==> src/dram_sig_regs.svh <==
// Purpose: Named constants for the DRAM strobe and refresh signalling block.
// Assumes: 20 MHz system clock.
// Notes: Times are in nanoseconds; refresh cycle counts derive from them.
`ifndef DRAM_SIG_REGS_SVH
`define DRAM_SIG_REGS_SVH
`define CLK_PERIOD_NS 50
`define REFRESH_SHORT_NS 13000
`define REFRESH_LONG_NS 15000
`define REFRESH_SHORT_CYC (`REFRESH_SHORT_NS / `CLK_PERIOD_NS)
`define REFRESH_LONG_CYC (`REFRESH_LONG_NS / `CLK_PERIOD_NS)
`define CFG_INTERVAL_BIT 0
`define CFG_PIPELINE_BIT 1
`define CFG_WIDTH 2
`define RAS_CYC 2
`endif

==> src/dram_sig_pkg.sv <==
// Purpose: Types for the DRAM strobe and refresh signalling block.
// Assumes: Nothing.
// Notes: Sequencer states only.
package dram_sig_pkg;
  typedef enum logic [2:0] {
    st_idle,
    st_row,
    st_col,
    st_rf_arm,
    st_rf_ras,
    st_rf_end
  } seq_state_t;
endpackage : dram_sig_pkg

==> src/refresh_timer.sv <==
// Purpose: Refresh interval counter raising a refresh-due level.
// Assumes: Interval select fixed while running.
// Notes: Due stays set until the refresh starts.
`timescale 1ns/1ns
`include "dram_sig_regs.svh"
module refresh_timer #(
  parameter int SHORT_CYC = `REFRESH_SHORT_CYC,
  parameter int LONG_CYC = `REFRESH_LONG_CYC
) (
  input wire logic clk_i,
  input wire logic nrst_i,
  input wire logic long_sel_i,
  input wire logic started_i,
  output logic due_o
);
  logic [15:0] count;

  initial begin
    if (SHORT_CYC < 2 || LONG_CYC < 2 || LONG_CYC > 65535) begin
      $error("refresh_timer: interval out of range");
    end
  end

  always_ff @(posedge clk_i or negedge nrst_i) begin
    if (!nrst_i) begin
      count <= 16'h0000;
      due_o <= 1'b0;
    end else if (started_i) begin
      count <= 16'h0000;
      due_o <= 1'b0;
    end else if (!due_o) begin
      if (count == (long_sel_i ? 16'(LONG_CYC - 1) : 16'(SHORT_CYC - 1))) begin
        due_o <= 1'b1;
      end else begin
        count <= count + 16'h0001;
      end
    end
  end
endmodule : refresh_timer

==> src/dram_sig.sv <==
// Purpose: DRAM address multiplexing, strobes, write strobe and refresh.
// Assumes: Control pin inputs are asynchronous and synchronised here; address and bank inputs are used directly.
// Notes: Strobe outputs are active low, as on the DRAM.
`timescale 1ns/1ns
`include "dram_sig_regs.svh"
module dram_sig #(
  parameter int AW = 11
) (
  input wire logic clk_i,
  input wire logic nrst_i,
  input wire logic programming_load_strobe_n_i,
  input wire logic [AW-1:0] row_address_in_i,
  input wire logic [AW-1:0] column_address_in_i,
  input wire logic [1:0] bank_select_in_i,
  input wire logic byte_lane0_strobe_enable_n_i,
  input wire logic write_request_in_n_i,
  input wire logic access_request_i,
  input wire logic internal_refresh_inhibit_n_i,
  input wire logic external_refresh_request_n_i,
  input wire logic refresh_stretch_in_n_i,
  output logic [AW-1:0] dram_mux_address_out_o,
  output logic [3:0] row_strobe_out_n_o,
  output logic [3:0] column_strobe_out_n_o,
  output logic write_strobe_n_o,
  output logic refresh_active_out_n_o,
  output logic [`CFG_WIDTH-1:0] config_o
);
  logic [6:0] s1;
  logic [6:0] s2;
  logic load_n;
  logic lane0_n;
  logic win_n;
  logic areq;
  logic inhibit_n;
  logic external_refresh_request_n;
  logic stretch_n;
  logic external_refresh_request_prev_n;
  logic [`CFG_WIDTH-1:0] cfg;
  logic lane0_at_load;
  logic [1:0] bank;
  logic [AW-1:0] rf_row;
  logic due;
  logic started;
  logic [1:0] tcnt;
  logic due_pin;
  dram_sig_pkg::seq_state_t state;

  initial begin
    if (AW < 4 || AW > 16) begin
      $error("dram_sig: address width out of range");
    end
  end

  always_ff @(posedge clk_i or negedge nrst_i) begin
    if (!nrst_i) begin
      s1 <= '1;
      s2 <= '1;
    end else begin
      s1 <= {programming_load_strobe_n_i, byte_lane0_strobe_enable_n_i,
             write_request_in_n_i, ~access_request_i,
             internal_refresh_inhibit_n_i, external_refresh_request_n_i,
             refresh_stretch_in_n_i};
      s2 <= s1;
    end
  end

  assign {load_n, lane0_n, win_n} = s2[6:4];
  assign areq = ~s2[3];
  assign {inhibit_n, external_refresh_request_n, stretch_n} = s2[2:0];

  // Configuration is captured while the load strobe stays low.
  always_ff @(posedge clk_i or negedge nrst_i) begin
    if (!nrst_i) begin
      cfg <= 2'h0;
      lane0_at_load <= 1'b1;
      bank <= 2'h0;
    end else if (!load_n) begin
      cfg[`CFG_INTERVAL_BIT] <= row_address_in_i[`CFG_INTERVAL_BIT];
      cfg[`CFG_PIPELINE_BIT] <= column_address_in_i[`CFG_INTERVAL_BIT];
      lane0_at_load <= ~lane0_n;
      bank <= bank_select_in_i;
    end else if (state == dram_sig_pkg::st_idle) begin
      // The bank is taken while idle, so each access fires its own strobes.
      bank <= bank_select_in_i;
    end
  end

  refresh_timer u_timer (
    .clk_i(clk_i),
    .nrst_i(nrst_i),
    .long_sel_i(cfg[`CFG_INTERVAL_BIT]),
    .started_i(started),
    .due_o(due)
  );

  assign started = (state == dram_sig_pkg::st_rf_arm);

  always_ff @(posedge clk_i or negedge nrst_i) begin
    if (!nrst_i) begin
      external_refresh_request_prev_n <= 1'b1;
    end else begin
      external_refresh_request_prev_n <= external_refresh_request_n;
    end
  end

  always_ff @(posedge clk_i or negedge nrst_i) begin
    if (!nrst_i) begin
      rf_row <= '0;
    end else if (inhibit_n && !external_refresh_request_n && external_refresh_request_prev_n) begin
      rf_row <= '0;
    end else if (state == dram_sig_pkg::st_rf_end) begin
      rf_row <= rf_row + AW'(1);
    end
  end

  always_ff @(posedge clk_i or negedge nrst_i) begin
    if (!nrst_i) begin
      state <= dram_sig_pkg::st_idle;
      tcnt <= 2'h0;
    end else begin
      case (state)
        dram_sig_pkg::st_idle: begin
          tcnt <= 2'h0;
          if ((inhibit_n && due) || (!inhibit_n && !external_refresh_request_n)) begin
            state <= dram_sig_pkg::st_rf_arm;
          end else if (areq && load_n) begin
            state <= dram_sig_pkg::st_row;
          end
        end
        dram_sig_pkg::st_row: state <= dram_sig_pkg::st_col;
        dram_sig_pkg::st_col: begin
          if (!areq) begin
            state <= dram_sig_pkg::st_idle;
          end
        end
        dram_sig_pkg::st_rf_arm: state <= dram_sig_pkg::st_rf_ras;
        dram_sig_pkg::st_rf_ras: begin
          if (tcnt != 2'(`RAS_CYC - 1)) begin
            tcnt <= tcnt + 2'h1;
          end else if (stretch_n) begin
            state <= dram_sig_pkg::st_rf_end;
          end
        end
        dram_sig_pkg::st_rf_end: state <= dram_sig_pkg::st_idle;
        default: state <= dram_sig_pkg::st_idle;
      endcase
    end
  end

  always_ff @(posedge clk_i or negedge nrst_i) begin
    if (!nrst_i) begin
      dram_mux_address_out_o <= '0;
      row_strobe_out_n_o <= 4'hf;
      column_strobe_out_n_o <= 4'hf;
      refresh_active_out_n_o <= 1'b1;
    end else begin
      case (state)
        dram_sig_pkg::st_idle: begin
          dram_mux_address_out_o <= row_address_in_i;
          row_strobe_out_n_o <= 4'hf;
          column_strobe_out_n_o <= 4'hf;
          refresh_active_out_n_o <= 1'b1;
        end
        dram_sig_pkg::st_row: begin
          row_strobe_out_n_o <= ~(4'h1 << bank);
          dram_mux_address_out_o <= row_address_in_i;
        end
        dram_sig_pkg::st_col: begin
          dram_mux_address_out_o <= column_address_in_i;
          column_strobe_out_n_o <= (dram_mux_address_out_o ==
            column_address_in_i) ? ~(4'h1 << bank) : 4'hf;
        end
        dram_sig_pkg::st_rf_arm: begin
          refresh_active_out_n_o <= 1'b0;
          dram_mux_address_out_o <= rf_row;
        end
        dram_sig_pkg::st_rf_ras: begin
          row_strobe_out_n_o <= 4'h0;
          dram_mux_address_out_o <= rf_row;
        end
        dram_sig_pkg::st_rf_end: begin
          row_strobe_out_n_o <= 4'hf;
          dram_mux_address_out_o <= rf_row;
        end
        default: row_strobe_out_n_o <= 4'hf;
      endcase
    end
  end

  assign due_pin = cfg[`CFG_PIPELINE_BIT] || !lane0_at_load;

  always_ff @(posedge clk_i or negedge nrst_i) begin
    if (!nrst_i) begin
      write_strobe_n_o <= 1'b1;
      config_o <= 2'h0;
    end else begin
      config_o <= cfg;
      if (due_pin) begin
        write_strobe_n_o <= ~due;
      end else begin
        write_strobe_n_o <= win_n;
      end
    end
  end

  a_due_flag_pin: assert property (@(posedge clk_i) disable iff (!nrst_i)
    $rose(due) && due_pin && $stable(due_pin) |=> !write_strobe_n_o)
    else $error("refresh-due not shown on shared pin");

  a_refresh_active_out_before_ras: assert property (@(posedge clk_i) disable iff (!nrst_i)
    $fell(row_strobe_out_n_o[0]) && refresh_active_out_n_o == 1'b0
    |-> $past(refresh_active_out_n_o) == 1'b0)
    else $error("row strobe fell with refresh-active");

  a_refresh_active_out_after_ras: assert property (@(posedge clk_i) disable iff (!nrst_i)
    $rose(refresh_active_out_n_o) |-> row_strobe_out_n_o == 4'hf)
    else $error("refresh-active negated with row strobe low");

  a_refresh_addr: assert property (@(posedge clk_i) disable iff (!nrst_i)
    !refresh_active_out_n_o && $past(state) == dram_sig_pkg::st_rf_ras
    |-> dram_mux_address_out_o == $past(rf_row))
    else $error("refresh row not on address outputs");

  a_refresh_ras: assert property (@(posedge clk_i) disable iff (!nrst_i)
    state == dram_sig_pkg::st_rf_arm |=> ##1 row_strobe_out_n_o == 4'h0)
    else $error("refresh row strobes not asserted");

  a_stretch_hold: assert property (@(posedge clk_i) disable iff (!nrst_i)
    state == dram_sig_pkg::st_rf_ras && tcnt == 2'(`RAS_CYC - 1) && !stretch_n
    |=> state == dram_sig_pkg::st_rf_ras)
    else $error("refresh not stretched");

  a_col_after_row: assert property (@(posedge clk_i) disable iff (!nrst_i)
    $fell(column_strobe_out_n_o[bank]) |-> row_strobe_out_n_o[bank] == 1'b0
    && $past(row_strobe_out_n_o[bank]) == 1'b0)
    else $error("column strobe before row strobe");

  a_due_clear: assert property (@(posedge clk_i) disable iff (!nrst_i)
    started |=> !due)
    else $error("refresh-due not cleared on start");

  a_auto_refresh: assert property (@(posedge clk_i) disable iff (!nrst_i)
    state == dram_sig_pkg::st_idle && due && inhibit_n
    |=> state == dram_sig_pkg::st_rf_arm)
    else $error("internal refresh not started");
endmodule : dram_sig

==> config.mk <==
export PLATFORM = sky130hd
export DESIGN_NAME = dram_sig
export DESIGN_NICKNAME = d
export VERILOG_FILES = /design/src/dram_sig_pkg.sv /design/src/refresh_timer.sv /design/src/dram_sig.sv
export VERILOG_INCLUDE_DIRS = /design/src
export SDC_FILE = /design/constraint.sdc
export NUM_CORES = 1
export LEC_CHECK = 0
export BUFFER_PORTS_ARGS = -buffer_cell sky130_fd_sc_hd__buf_2
export CAP_MARGIN = 5
export CORE_AREA = 8 8 117 119
export CTS_BUF_LIST = sky130_fd_sc_hd__clkbuf_4 sky130_fd_sc_hd__clkbuf_8
export DETAILED_ROUTE_END_ITERATION = 16
export DIE_AREA = 0 0 125 127
export GPL_TIMING_DRIVEN = 0
export PLACE_DENSITY = 0.63
export SYNTH_ARGS = -nofsm -noshare
export SYNTH_HDL_FRONTEND = slang
export SYNTH_HIERARCHICAL = 1
export SYNTH_SLANG_ARGS = --single-unit
==> constraint.sdc <==
create_clock -name clk_i -period 1.8 [get_ports clk_i]
set_input_delay 0.27 -clock clk_i [delete_from_list [all_inputs] [get_ports clk_i]]
set_output_delay 0.27 -clock clk_i [all_outputs]
set_load 0.02 [all_outputs]
## Yosys cells after proc, flatten, opt, wreduce, memory -nomap -nowiden

Cells that the tools add are included.

- Register bits: 76
- Input bits: 33
- Output and inout port bits: 23
- Word-level logic and storage cells: 89

- Add/subtract/negate cells: 3
- Equal/unequal tests: 16
- Shifts and indexed selects: 1
- Mux-type cells: 25
- Bitwise gates (word level): 5
- Reductions and logical operators: 22

Operators by type and width:

| operator | number |
|---|---|
| $mux 16 | 3 |
| $pmux 11 s3 | 1 |
| $mux 11 | 2 |
| $add 16x1->16 const B | 1 |
| $eq 16x16->1 | 1 |
| $mux 3 | 5 |
| $pmux 3 s5 | 1 |
| $ne 2x2->1 const B | 6 |
| $pmux 4 s3 | 1 |
| $add 11x1->11 const B | 1 |
| $eq 11x11->1 | 1 |
| $pmux 4 s2 | 1 |
| $reduce_bool 2->1 | 4 |
| $eq 3x2->1 const B | 2 |
| $eq 3x3->1 const B | 2 |
| $mux 2 | 3 |
| $mux 6 | 1 |
| $logic_and 1x1->1 | 5 |
| $mux 1 | 4 |
| $mux 4 | 1 |
| $ne 2x1->1 const B | 2 |
| $not 1->1 | 4 |
| $not 4->4 | 1 |
| $pmux 2 s2 | 1 |
| 13 further kinds | 18 |

## Depth between registers and ports, before layout

Gate-level depths: netlist of run 1.

- Depth after elaboration: 5
- Mapped depth: 8
- Mapped depth without buffers: 6

## Cells and area by module

Netlist of run 1, hierarchy kept.

By module, submodules not included:

| module | times used | cells an instance | area an instance (sq um) | seq. area each (sq um) |
|---|---|---|---|---|
| dram_sig | 1 | 207 | 2706.3 | 1508.9 |
| refresh_timer | 1 | 97 | 993.5 | 425.4 |

## Worst setup path after synthesis of run 1

OpenSTA, ideal clock, no wires.

- Kind: register to register
- From: register state[0]
- To: register u_timer.count[3]
- Library setup time: 66 ps
- Arrival: 1697 ps
- Required time: 1734 ps
- Slack: 37 ps
- Cell stages (with the launch flop): 8
- Buffers on the path: 3
- Clock period less this slack: 1763 ps
- Cell sequence: dfrtp_1 -> buf_6 -> buf_8 -> nor2b_1 -> and2_1 -> clkbuf_1 -> or4_1 -> nand2_1

- Longest elaborated chain between the ends: 3
- Elaborated cells between the ends (all ways): 5
- Classes of those cells: 3 x eq/ne; 1 x mux; 1 x reduce/logical

Ends and longest elaborated chain:

| what | RTL line | RTL |
|---|---|---|
| start: declaration | dram_sig.sv:46 | `dram_sig_pkg::seq_state_t state;` |
| start signal: assignment | dram_sig.sv:118 | `state <= dram_sig_pkg::st_idle;` |
| start signal: assignment | dram_sig.sv:125 | `state <= dram_sig_pkg::st_rf_arm;` |
| start signal: assignment | dram_sig.sv:127 | `state <= dram_sig_pkg::st_row;` |
| $eq 3x2->1 (*) | dram_sig.sv:96 | `assign started = (state == dram_sig_pkg::st_rf_arm);` |
| named net started | dram_sig.sv:43 | `logic started;` |
| $ne 2x2->1 (no line) | -- |  |
| $reduce_and 2->1 (no line) | -- |  |
| end signal: assignment | refresh_timer.sv:35 | `count <= count + 16'h0001;` |
| end: declaration | refresh_timer.sv:16 | `logic [15:0] count;` |

Mark *: on every way through the listed nets, which the timed path passes. The rest lies on a longest branch.
A chain may end at the register's enable or synchronous reset.

## Worst setup path in the final report of run 1

- From: register u_timer.count[1]
- To: register u_timer.count[1]

- Longest elaborated chain between the ends: 4
- Elaborated cells between the ends (all ways): 7
- Classes of those cells: 1 x add/sub; 2 x eq/ne; 3 x mux; 1 x reduce/logical

Ends and longest elaborated chain:

| what | RTL line | RTL |
|---|---|---|
| $add 16x1->16 | refresh_timer.sv:35 |  |
| $mux 16 | refresh_timer.sv:32 | `if (count == (long_sel_i ? 16'(LONG_CYC - 1) : 16'(SHORT_CYC - 1))) begin` |
| $mux 16 | refresh_timer.sv:31 | `end else if (!due_o) begin` |
| $mux 16 | refresh_timer.sv:28 | `end else if (started_i) begin` |

Parallel ways exist; a longest one is shown, timed or not. The select of a mux whose other input is x is not followed.

==> reports/results.ini, run 1 <==
[outcome]
run_status = complete, no violations

[global_route]
grt_remaining_overflow = 0
track_usage = 0.110
antenna_found_initial = 1
grt_pass1_vias = 2761
grt_pass1_wl_um = 13900
grt_max_degree = 55

[timing]
holdWs_ns = 0.144
min_period_over_period = 0.964
worstMarginPinSlew_ns = 0.427
rsz0062_at_grt = true
slew_viol_final = 0
setup_viol = 0
setup_slack_ns = 0.0642
slew_headroom = 0.715
skew_ns = 0.0111
hold_viol_final = 0
fmax_mhz = 576
post-route-min-period_ns = 1.74
fin_tns_setup_ns = 0

[power_and_ir_drop]
p_per_area_mw_per_mm2 = 1320
power_frac_seq = 0.404
clockPowerShare = 0.240
switching_share = 0.357
p_leak_nw = 1.95
power_frac_comb = 0.356
vdd_drop_max_v = 0.000479
p_int_mw = 3.88
switchingPower_mw = 2.16

[logic_synthesis]
synthArstFlopShare = 1.00
synth_cells = 304
yosys_warnings = 6
synth-edff-count = 0
ys.flop_type = dfrtp_1
ys_types = 53
ys_ff_latch = 76
synth_area_mm2 = 0.00370
synth_area_per_cell_um2 = 12.2
ys_seq_area_frac = 0.523
synth_nets = 340

[die]
dieArea_mm2 = 0.0159
die_width_um = 125
start_util = 0.313
fp.coreArea_mm2 = 0.0118
num_io_pins = 56
rows = 40
fp.dieH_um = 127

[finish]
layout_common_cells = 57 x buf_2, 47 x dfrtp_1, 32 x nor2_1
final_cells = 536
syn2layout_area_growth_pct = 23.9
utilization = 0.388
fin_nets = 420
diodes = 0
drive_above_1_share = 0.388
layout_commonest_cell = buf_2

[clock_tree]
insertion_delay_ns = 0.35
clockRootBuffer = clkbuf_8
clk_transition_reported_paths_ns = 0.09
cts_tree = yes
ctsLongestPathBuffers = 2
h-tree-depth = 3
cts_inserted_buffers = 9
cts_sinks = 76

[run]
maxCapViolations = 0

[worst_setup_path]
crit_buf_inv = 1
slowest_stage = dfrtp_2
r2r.worst_path.cells = 7
regToRegSetupSlack_ns = 0.06
worstPathArrival_ns = 1.97
critPathRequiredTime_ns = 2.03
timing.rr.start = u_timer/count[1]$_DFFE_PN0P_
max_stage_delay_ns = 0.42
end_kind = flip-flop
critPathMaxFanout = 10
worst_setup_path_start_kind = flip-flop
path_class = flip-flop to flip-flop
reg2reg_to = u_timer/count[1]$_DFFE_PN0P_
crit_path_start = u_timer/count[1]$_DFFE_PN0P_
path_delay_family = simple AND/OR/NAND/NOR gates
crit_chain = ha_4 > nor4b_4 > nand4_4 > o21ai_4 > buf_6 > mux2i_1 > nor2_1

[detailed_routing]
drtIter0Drc = 139
dr_total_vias = 2672
drc = 0
via_per_inst = 4.99
dr.pass1.iters = 4
ant_nets = 0
wl_um = 8420
routedWlPerCell_um = 15.7

[hold_path]
holdPathStages = 2
whs_endpoint = bank[0]$_DFFE_PN0P_
hp-class = input pin to flip-flop
min_from = bank_select_in_i[0]

[placed_design]
gp_congestion = 0.790
place_inst = 507
dpl_worst_slack_ns = -0.469
dpl.hpwl_um = 6040
portBuffers = 55

how the worst max path moves through the flow:
stage | to | slack (ns) | cells after the start
after detailed placement | u_timer/count[2]$_DFFE_PN0P_ | -0.47 | 6
after global routing | u_timer/count[1]$_DFFE_PN0P_ | -0.03 | 7
after floorplan | u_timer/count[3]$_DFFE_PN0P_ | 0.04 | 7
final | u_timer/count[1]$_DFFE_PN0P_ | 0.06 | 7
after CTS | u_timer/count[1]$_DFFE_PN0P_ | 0.00003 | 7
after global placement | u_timer/count[13]$_DFFE_PN0P_ | -0.39 | 6
what timing repair did:
action	4_1_cts	5_1_grt
hold buffers	8	0
buffers inserted	4	3
pin swaps	1	5
setup endpoints to repair	17	20
resized for setup	7	7
endpoints found under the hold margin	19	0
metrics by stage:
step                      power [mW]  area (um^2)
after floorplan                 3.88         3700
after global placement          4.43         4160
after detailed placement        4.49         4190
after CTS                       6.05         4530
after global routing            6.41         4580
final                           6.04         4580
cell families (layout without fill, tap and decap cells):
family	count (synthesis)	after routing	synth area share
AOI/OAI and AO/OA	48	48	0.0856
xor gates and xnor gates	28	28	0.0663
adders and majority gates	3	3	0.0101
buffers and inverters	17	102	0.0257
DFF	76	76	0.523
muxes	29	29	0.121
and+or+nand+nor	103	103	0.168
cell type report:
type	count	area, um^2
fill	1140	7230
sequential	76	1940
multi-input combinational	211	1710
timing repair buffer	71	442
tap	147	184
clock buffer	10	131
clock inverter	6	87.6
buffer	11	73.8
inverter	4	16.3
state kept, by name, summed over array words and instances (netlist names), 3 cells and up:
register,count
column_strobe_out_n_o,4
dram_mux_address_out_o,11
rf_row,11
row_strobe_out_n_o,4
s1,7
s2,7
state,3
u_timer/count,16
power groups by stage:
stage	sequential (mW)	combinational [mW]	clock [mW]
after floorplan	2.55	1.32	0
after global placement	2.40	2.03	0
after detailed placement	2.42	2.07	0
after CTS	2.43	2.12	1.50
after global routing	2.49	2.35	1.58
final	2.44	2.15	1.45
metal layers:
layer / vias to the layer above / share of wire / track usage
li1: 1261 / - / -
met1: 1338 / 0.44 / 0.133
met2: 55 / 0.49 / 0.180
met3: 16 / 0.039 / 0.0250
met4: 2 / 0.022 / 0.0602
met5: - / 0.0015 / 0
synth_stat cells (3+ instances only):
| cell | instances | area [um^2] |
|---|---|---|
| a21oi_1 | 16 | 80.1 |
| and3_1 | 3 | 18.8 |
| buf_2 | 3 | 15.0 |
| clkbuf_1 | 7 | 26.3 |
| dfrtp_1 | 50 | 1250 |
| dfstp_2 | 26 | 683 |
| ha_1 | 3 | 37.5 |
| inv_1 | 3 | 11.3 |
| mux2_1 | 8 | 90.1 |
| mux2_2 | 8 | 90.1 |
| mux4_2 | 11 | 248 |
| nand2_1 | 11 | 41.3 |
| nand2b_1 | 4 | 25.0 |
| nand3_1 | 10 | 50.1 |
| nand4_1 | 8 | 50.1 |
| nor2_1 | 32 | 120 |
| nor2b_1 | 6 | 37.5 |
| nor3_1 | 4 | 20.0 |
| o2111ai_1 | 3 | 26.3 |
| o211ai_1 | 4 | 30.0 |
| o21ai_1 | 7 | 35.0 |
| o22a_1 | 4 | 35.0 |
| or3_1 | 5 | 31.3 |
| xnor2_1 | 15 | 131 |
| xor2_1 | 13 | 114 |
No activity file was read; power rests on OpenSTA's default activity.
==> run 2, diff against run 1 <==
- CORE_AREA: 8 8 117 119 -> 8 8 93 95
- DIE_AREA: 0 0 125 127 -> 0 0 101 103
- PLACE_DENSITY: 0.63 -> 0.89
- SLEW_MARGIN: default -> 25
==> reports/results.ini, run 2 (synthesis gave the netlist of run 1 again) <==
[outcome]
run_status = finished with violations
violations = setup timing

[finish]
regMostFlops = u_timer/count
diodes = 0
syn2layout_area_growth_pct = 24.3
utilization = 0.644
layout_commonest_cell = buf_2
top_regs = u_timer/count x16, dram_mux_address_out_o x11, rf_row x11
final_cells = 501
layout_common_cells = 58 x buf_2, 46 x dfrtp_1, 31 x nor2_1
fin_nets = 433
design_area_mm2 = 0.00460
largest_reg_flops = 16
drive_above_1_share = 0.410

[timing]
rsz0062_at_grt = true
hold_viol_final = 0
slew_headroom = 0.707
slew_viol_final = 0
skew_ns = 0.0201
min_period_over_period = 1.03
worstMarginPinSlew_ns = 0.436
setup_viol = 11
post-route-min-period_ns = 1.86
setup_slack_ns = -0.0585
fmax_mhz = 538
holdWs_ns = 0.133

[worst_setup_path]
critPathMaxFanout = 5
critPathRequiredTime_ns = 2.05
path_class = flip-flop to flip-flop
worstPathArrival_ns = 2.11
end_kind = flip-flop
worst_setup_path_start_kind = flip-flop

[global_route]
antenna_found_initial = 0
grt_remaining_overflow = 0
grtUsageMet2 = 0.295
use_met3 = 0.0527
grt_util_met1 = 0.212
track_usage = 0.182
top_usage_layer = met2
grt_pass1_wl_um = 14600
grt_pass1_vias = 2904
grt_max_degree = 56

[detailed_routing]
via_per_inst = 5.80
dr_total_vias = 2906
wl_um = 9120
drtIter0Drc = 282
drc = 0
ant_nets = 0
routedWlPerCell_um = 18.2
dr.pass1.iters = 5

[run]
maxCapViolations = 0

[power_and_ir_drop]
vdd_drop_max_v = 0.000624
p_per_area_mw_per_mm2 = 1320
p_leak_nw = 2.00

[die]
num_io_pins = 56
rows = 31
start_util = 0.518
die_width_um = 101
dieArea_mm2 = 0.0104
fp.coreArea_mm2 = 0.00714
fp.dieH_um = 103

[hold_path]
hp-class = input pin to flip-flop

[clock_tree]
ctsLongestPathBuffers = 2
h-tree-depth = 3
clockRootBuffer = clkbuf_8
cts_tree = yes
clk_transition_reported_paths_ns = 0.08
cts_sinks = 76
insertion_delay_ns = 0.37
cts_inserted_buffers = 9

[placed_design]
dpl_cell_area_mm2 = 0.00413
gp_congestion = 0.873
place_inst = 459
portBuffers = 55
dpl.hpwl_um = 5860

[run 2: changes by cell type in the layout (fill, tap and decap cells not counted), sizes merged]
cell	previous run	this run
bufinv	2	1
clkinv	3	4
buf	69	81
clkinvlp	1	0
inv	4	6
[run 2: layout make-up]
cell class | instances | area, um^2
timing repair buffer | 83 | 526
clock buffer | 9 | 124
inverter | 4 | 16.3
tap | 99 | 124
sequential | 76 | 1940
clock inverter | 7 | 72.6
buffer | 12 | 77.6
multi-input combinational | 211 | 1720
fill | 532 | 2540
[run 2: critical path, stage by stage, from the launching register on]
cell and delay (ns):
dfrtp_1 0.41, ha_4 0.18, nor4b_4 0.29, nand4_4 0.20
buf_4 0.19, o211ai_1 0.23, xor2_1 0.18, nor2_1 0.07
[run 2: path summary, 6_finish.rpt]
path,start,endpoint,slack [ns],cells after the start
setup / recovery,u_timer/count[1]$_DFFE_PN0P_,u_timer/count[9]$_DFFE_PN0P_,-0.06,7
hold / removal,bank_select_in_i[0],bank[0]$_DFFE_PN0P_,0.13,2
setup reg to reg,u_timer/count[1]$_DFFE_PN0P_,u_timer/count[9]$_DFFE_PN0P_,-0.06,7
hold reg to reg,s1[6]$_DFF_PN1_,s2[6]$_DFF_PN1_,0.35,0
max in group asynchronous,nrst_i,column_strobe_out_n_o[0]$_DFFE_PN1P_,0.87,3
min in group asynchronous,nrst_i,u_timer/count[1]$_DFFE_PN0P_,0.33,2
[run 2: metrics by stage]
stage | power (mW) | setup slack (ns) | TNS (ns)
floorplan | 3.88 | 0.0373 | 0
global placement | 4.37 | -0.270 | -3.08
detailed placement | 4.47 | -0.387 | -4.43
CTS | 5.91 | 0.0104 | 0
global route | 6.42 | -0.0832 | -0.602
finish | 6.09 | -0.0585 | -0.257
[run 2: layer usage]
metal	vias to the layer above	part of all wire	routed length, um
met3	35	0.075	680
met4	0	0.038	347
met2	150	0.50	4520
met1	1431	0.39	3570
met5	-	0	0
li1	1290	-	-
[run 2: timing repair]
action / 4_1_cts / 5_1_grt
cloned: 0 / 1
buffers inserted: 9 / 9
pin swaps: 4 / 8
setup endpoints to repair: 17 / 16
hold buffers: 8 / 0
endpoints found under the hold margin: 20 / 0
gates resized for setup: 6 / 11
[run 2: power breakdown]
part | internal (mW) | switching [mW] | total, mW
clock network | 0.648 | 0.680 | 1.33
logic | 1.09 | 1.23 | 2.33
registers | 2.07 | 0.362 | 2.43
total | 3.81 | 2.27 | 6.09
==> run 3, diff against run 2 <==
- CORE_AREA: 8 8 93 95 -> 2 2 87 89
- DIE_AREA: 0 0 101 103 -> 0 0 89 91
- SLEW_MARGIN: 25 -> 20
==> reports/results.ini, run 3 (synthesis gave the netlist of run 1 again) <==
[detailed_routing]
routedWlPerCell_um = 17.3
via_per_inst = 5.74
drtIter0Drc = 252
wl_um = 8470
dr_total_vias = 2811
dr.pass1.iters = 4
drc = 0
ant_nets = 0

[power_and_ir_drop]
p_leak_nw = 1.94
power_mw = 6.01
p_per_area_mw_per_mm2 = 1320
vdd_drop_max_v = 0.000606

[run]
maxCapViolations = 0

[clock_tree]
clockRootBuffer = clkbuf_8
cts_inserted_buffers = 9
cts_sinks = 76
insertion_delay_ns = 0.35
clk_transition_reported_paths_ns = 0.09
ctsLongestPathBuffers = 2
cts_tree = yes
h-tree-depth = 3

[worst_setup_path]
path_delay_family = simple AND/OR/NAND/NOR gates
crit_chain = ha_4 > nor4b_4 > nand4_4 > o21ai_4 > buf_4 > or4_4 > a21oi_2
worstPathArrival_ns = 2.09
worst_setup_path_start_kind = flip-flop
critPathMaxFanout = 5
max_stage_delay_ns = 0.51
end_kind = flip-flop
slowest_stage = or4_4
critPathRequiredTime_ns = 2.08
crit_buf_inv = 1
path_class = flip-flop to flip-flop

[global_route]
track_usage = 0.213
grt_pass1_vias = 2782
grt_max_degree = 51
grt_pass1_wl_um = 13200
grt_remaining_overflow = 0
antenna_found_initial = 0

[timing]
slew_viol_final = 0
setup_slack_ns = -0.00899
post-route-min-period_ns = 1.81
hold_viol_final = 0
fmax_mhz = 553
worstMarginPinSlew_ns = 0.450
skew_ns = 0.0130
setup_viol = 1
rsz0062_at_grt = true
holdWs_ns = 0.0266
min_period_over_period = 1.00
slew_headroom = 0.700

[finish]
layout_commonest_cell = buf_2
syn2layout_area_growth_pct = 22.6
top_regs = u_timer/count x16, dram_mux_address_out_o x11, rf_row x11
utilization = 0.636
layout_common_cells = 56 x buf_2, 45 x dfrtp_1, 31 x nor2_1
fillers = 543
largest_reg_flops = 16
multi_input_area_mm2 = 0.00173
drive_above_1_share = 0.414
regMostFlops = u_timer/count
fin_nets = 422
layout.area.seq_mm2 = 0.00194
design_area_mm2 = 0.00454
diodes = 0

[placed_design]
dpl_cell_area_mm2 = 0.00413
dpl_worst_slack_ns = -0.413
dpl.hpwl_um = 5490
portBuffers = 55
gp_congestion = 0.871

[die]
die_width_um = 89
rows = 31
fp.dieH_um = 91
dieArea_mm2 = 0.00810
num_io_pins = 56
start_util = 0.518
fp.coreArea_mm2 = 0.00714

[hold_path]
hp-class = input pin to flip-flop

[outcome]
violations = setup timing
run_status = finished with violations

-- run 3: what timing repair did --
action	CTS	global route
hold endpoints to repair	15	5
buffers inserted	4	7
resized for setup	9	14
setup endpoints to repair	17	22
hold buffers	1	5
pin swaps	3	7
-- run 3: path summary, 6_finish.rpt --
check | startpoint | endpoint | slack, ns | cells past startpoint
setup / recovery | u_timer/count[0]$_DFFE_PN0P_ | u_timer/count[8]$_DFFE_PN0P_ | -0.009 | 7
hold / removal | refresh_stretch_in_n_i | s1[0]$_DFF_PN1_ | 0.03 | 1
setup reg to reg | u_timer/count[0]$_DFFE_PN0P_ | u_timer/count[8]$_DFFE_PN0P_ | -0.009 | 7
hold reg to reg | s1[1]$_DFF_PN1_ | s2[1]$_DFF_PN1_ | 0.36 | 0
max in group asynchronous | nrst_i | column_strobe_out_n_o[3]$_DFFE_PN1P_ | 0.81 | 3
min in group asynchronous | nrst_i | rf_row[2]$_DFFE_PN0P_ | 0.39 | 2
-- run 3: power by group --
part	internal, mW	switching [mW]	total [mW]
registers	2.07	0.375	2.45
logic	1.07	1.19	2.26
clock network	0.676	0.630	1.31
total	3.81	2.20	6.01
-- run 3: metrics by stage --
| step | TNS [ns] | cells |
|---|---|---|
| 6_report | -0.00899 | 490 |
| 5_1_grt | -0.322 | 490 |
| 4_1_cts | 0 | 479 |
| 3_5_place_dp | -4.60 | 459 |
| 3_3_place_gp | -4.04 | 458 |
| 2_1_floorplan | 0 | 304 |
-- run 3: routing by layer --
metal,track usage,wire length [um],vias to the layer above
li1,-,-,1277
met1,0.271,3350,1385
met2,0.339,4320,113
met3,0.0573,458,36
met4,0.0908,338,0
met5,0,0,-
-- run 3: layout make-up --
cell class / instances / share of cell area
flip-flops and latches: 76 / 0.428
multi-input cells: 211 / 0.381
repair buffers: 73 / 0.0996
clock buffers: 11 / 0.0306
well taps: 99 / 0.0273
plain buffers: 11 / 0.0168
clock inverters: 5 / 0.0135
inverters: 4 / 0.00359
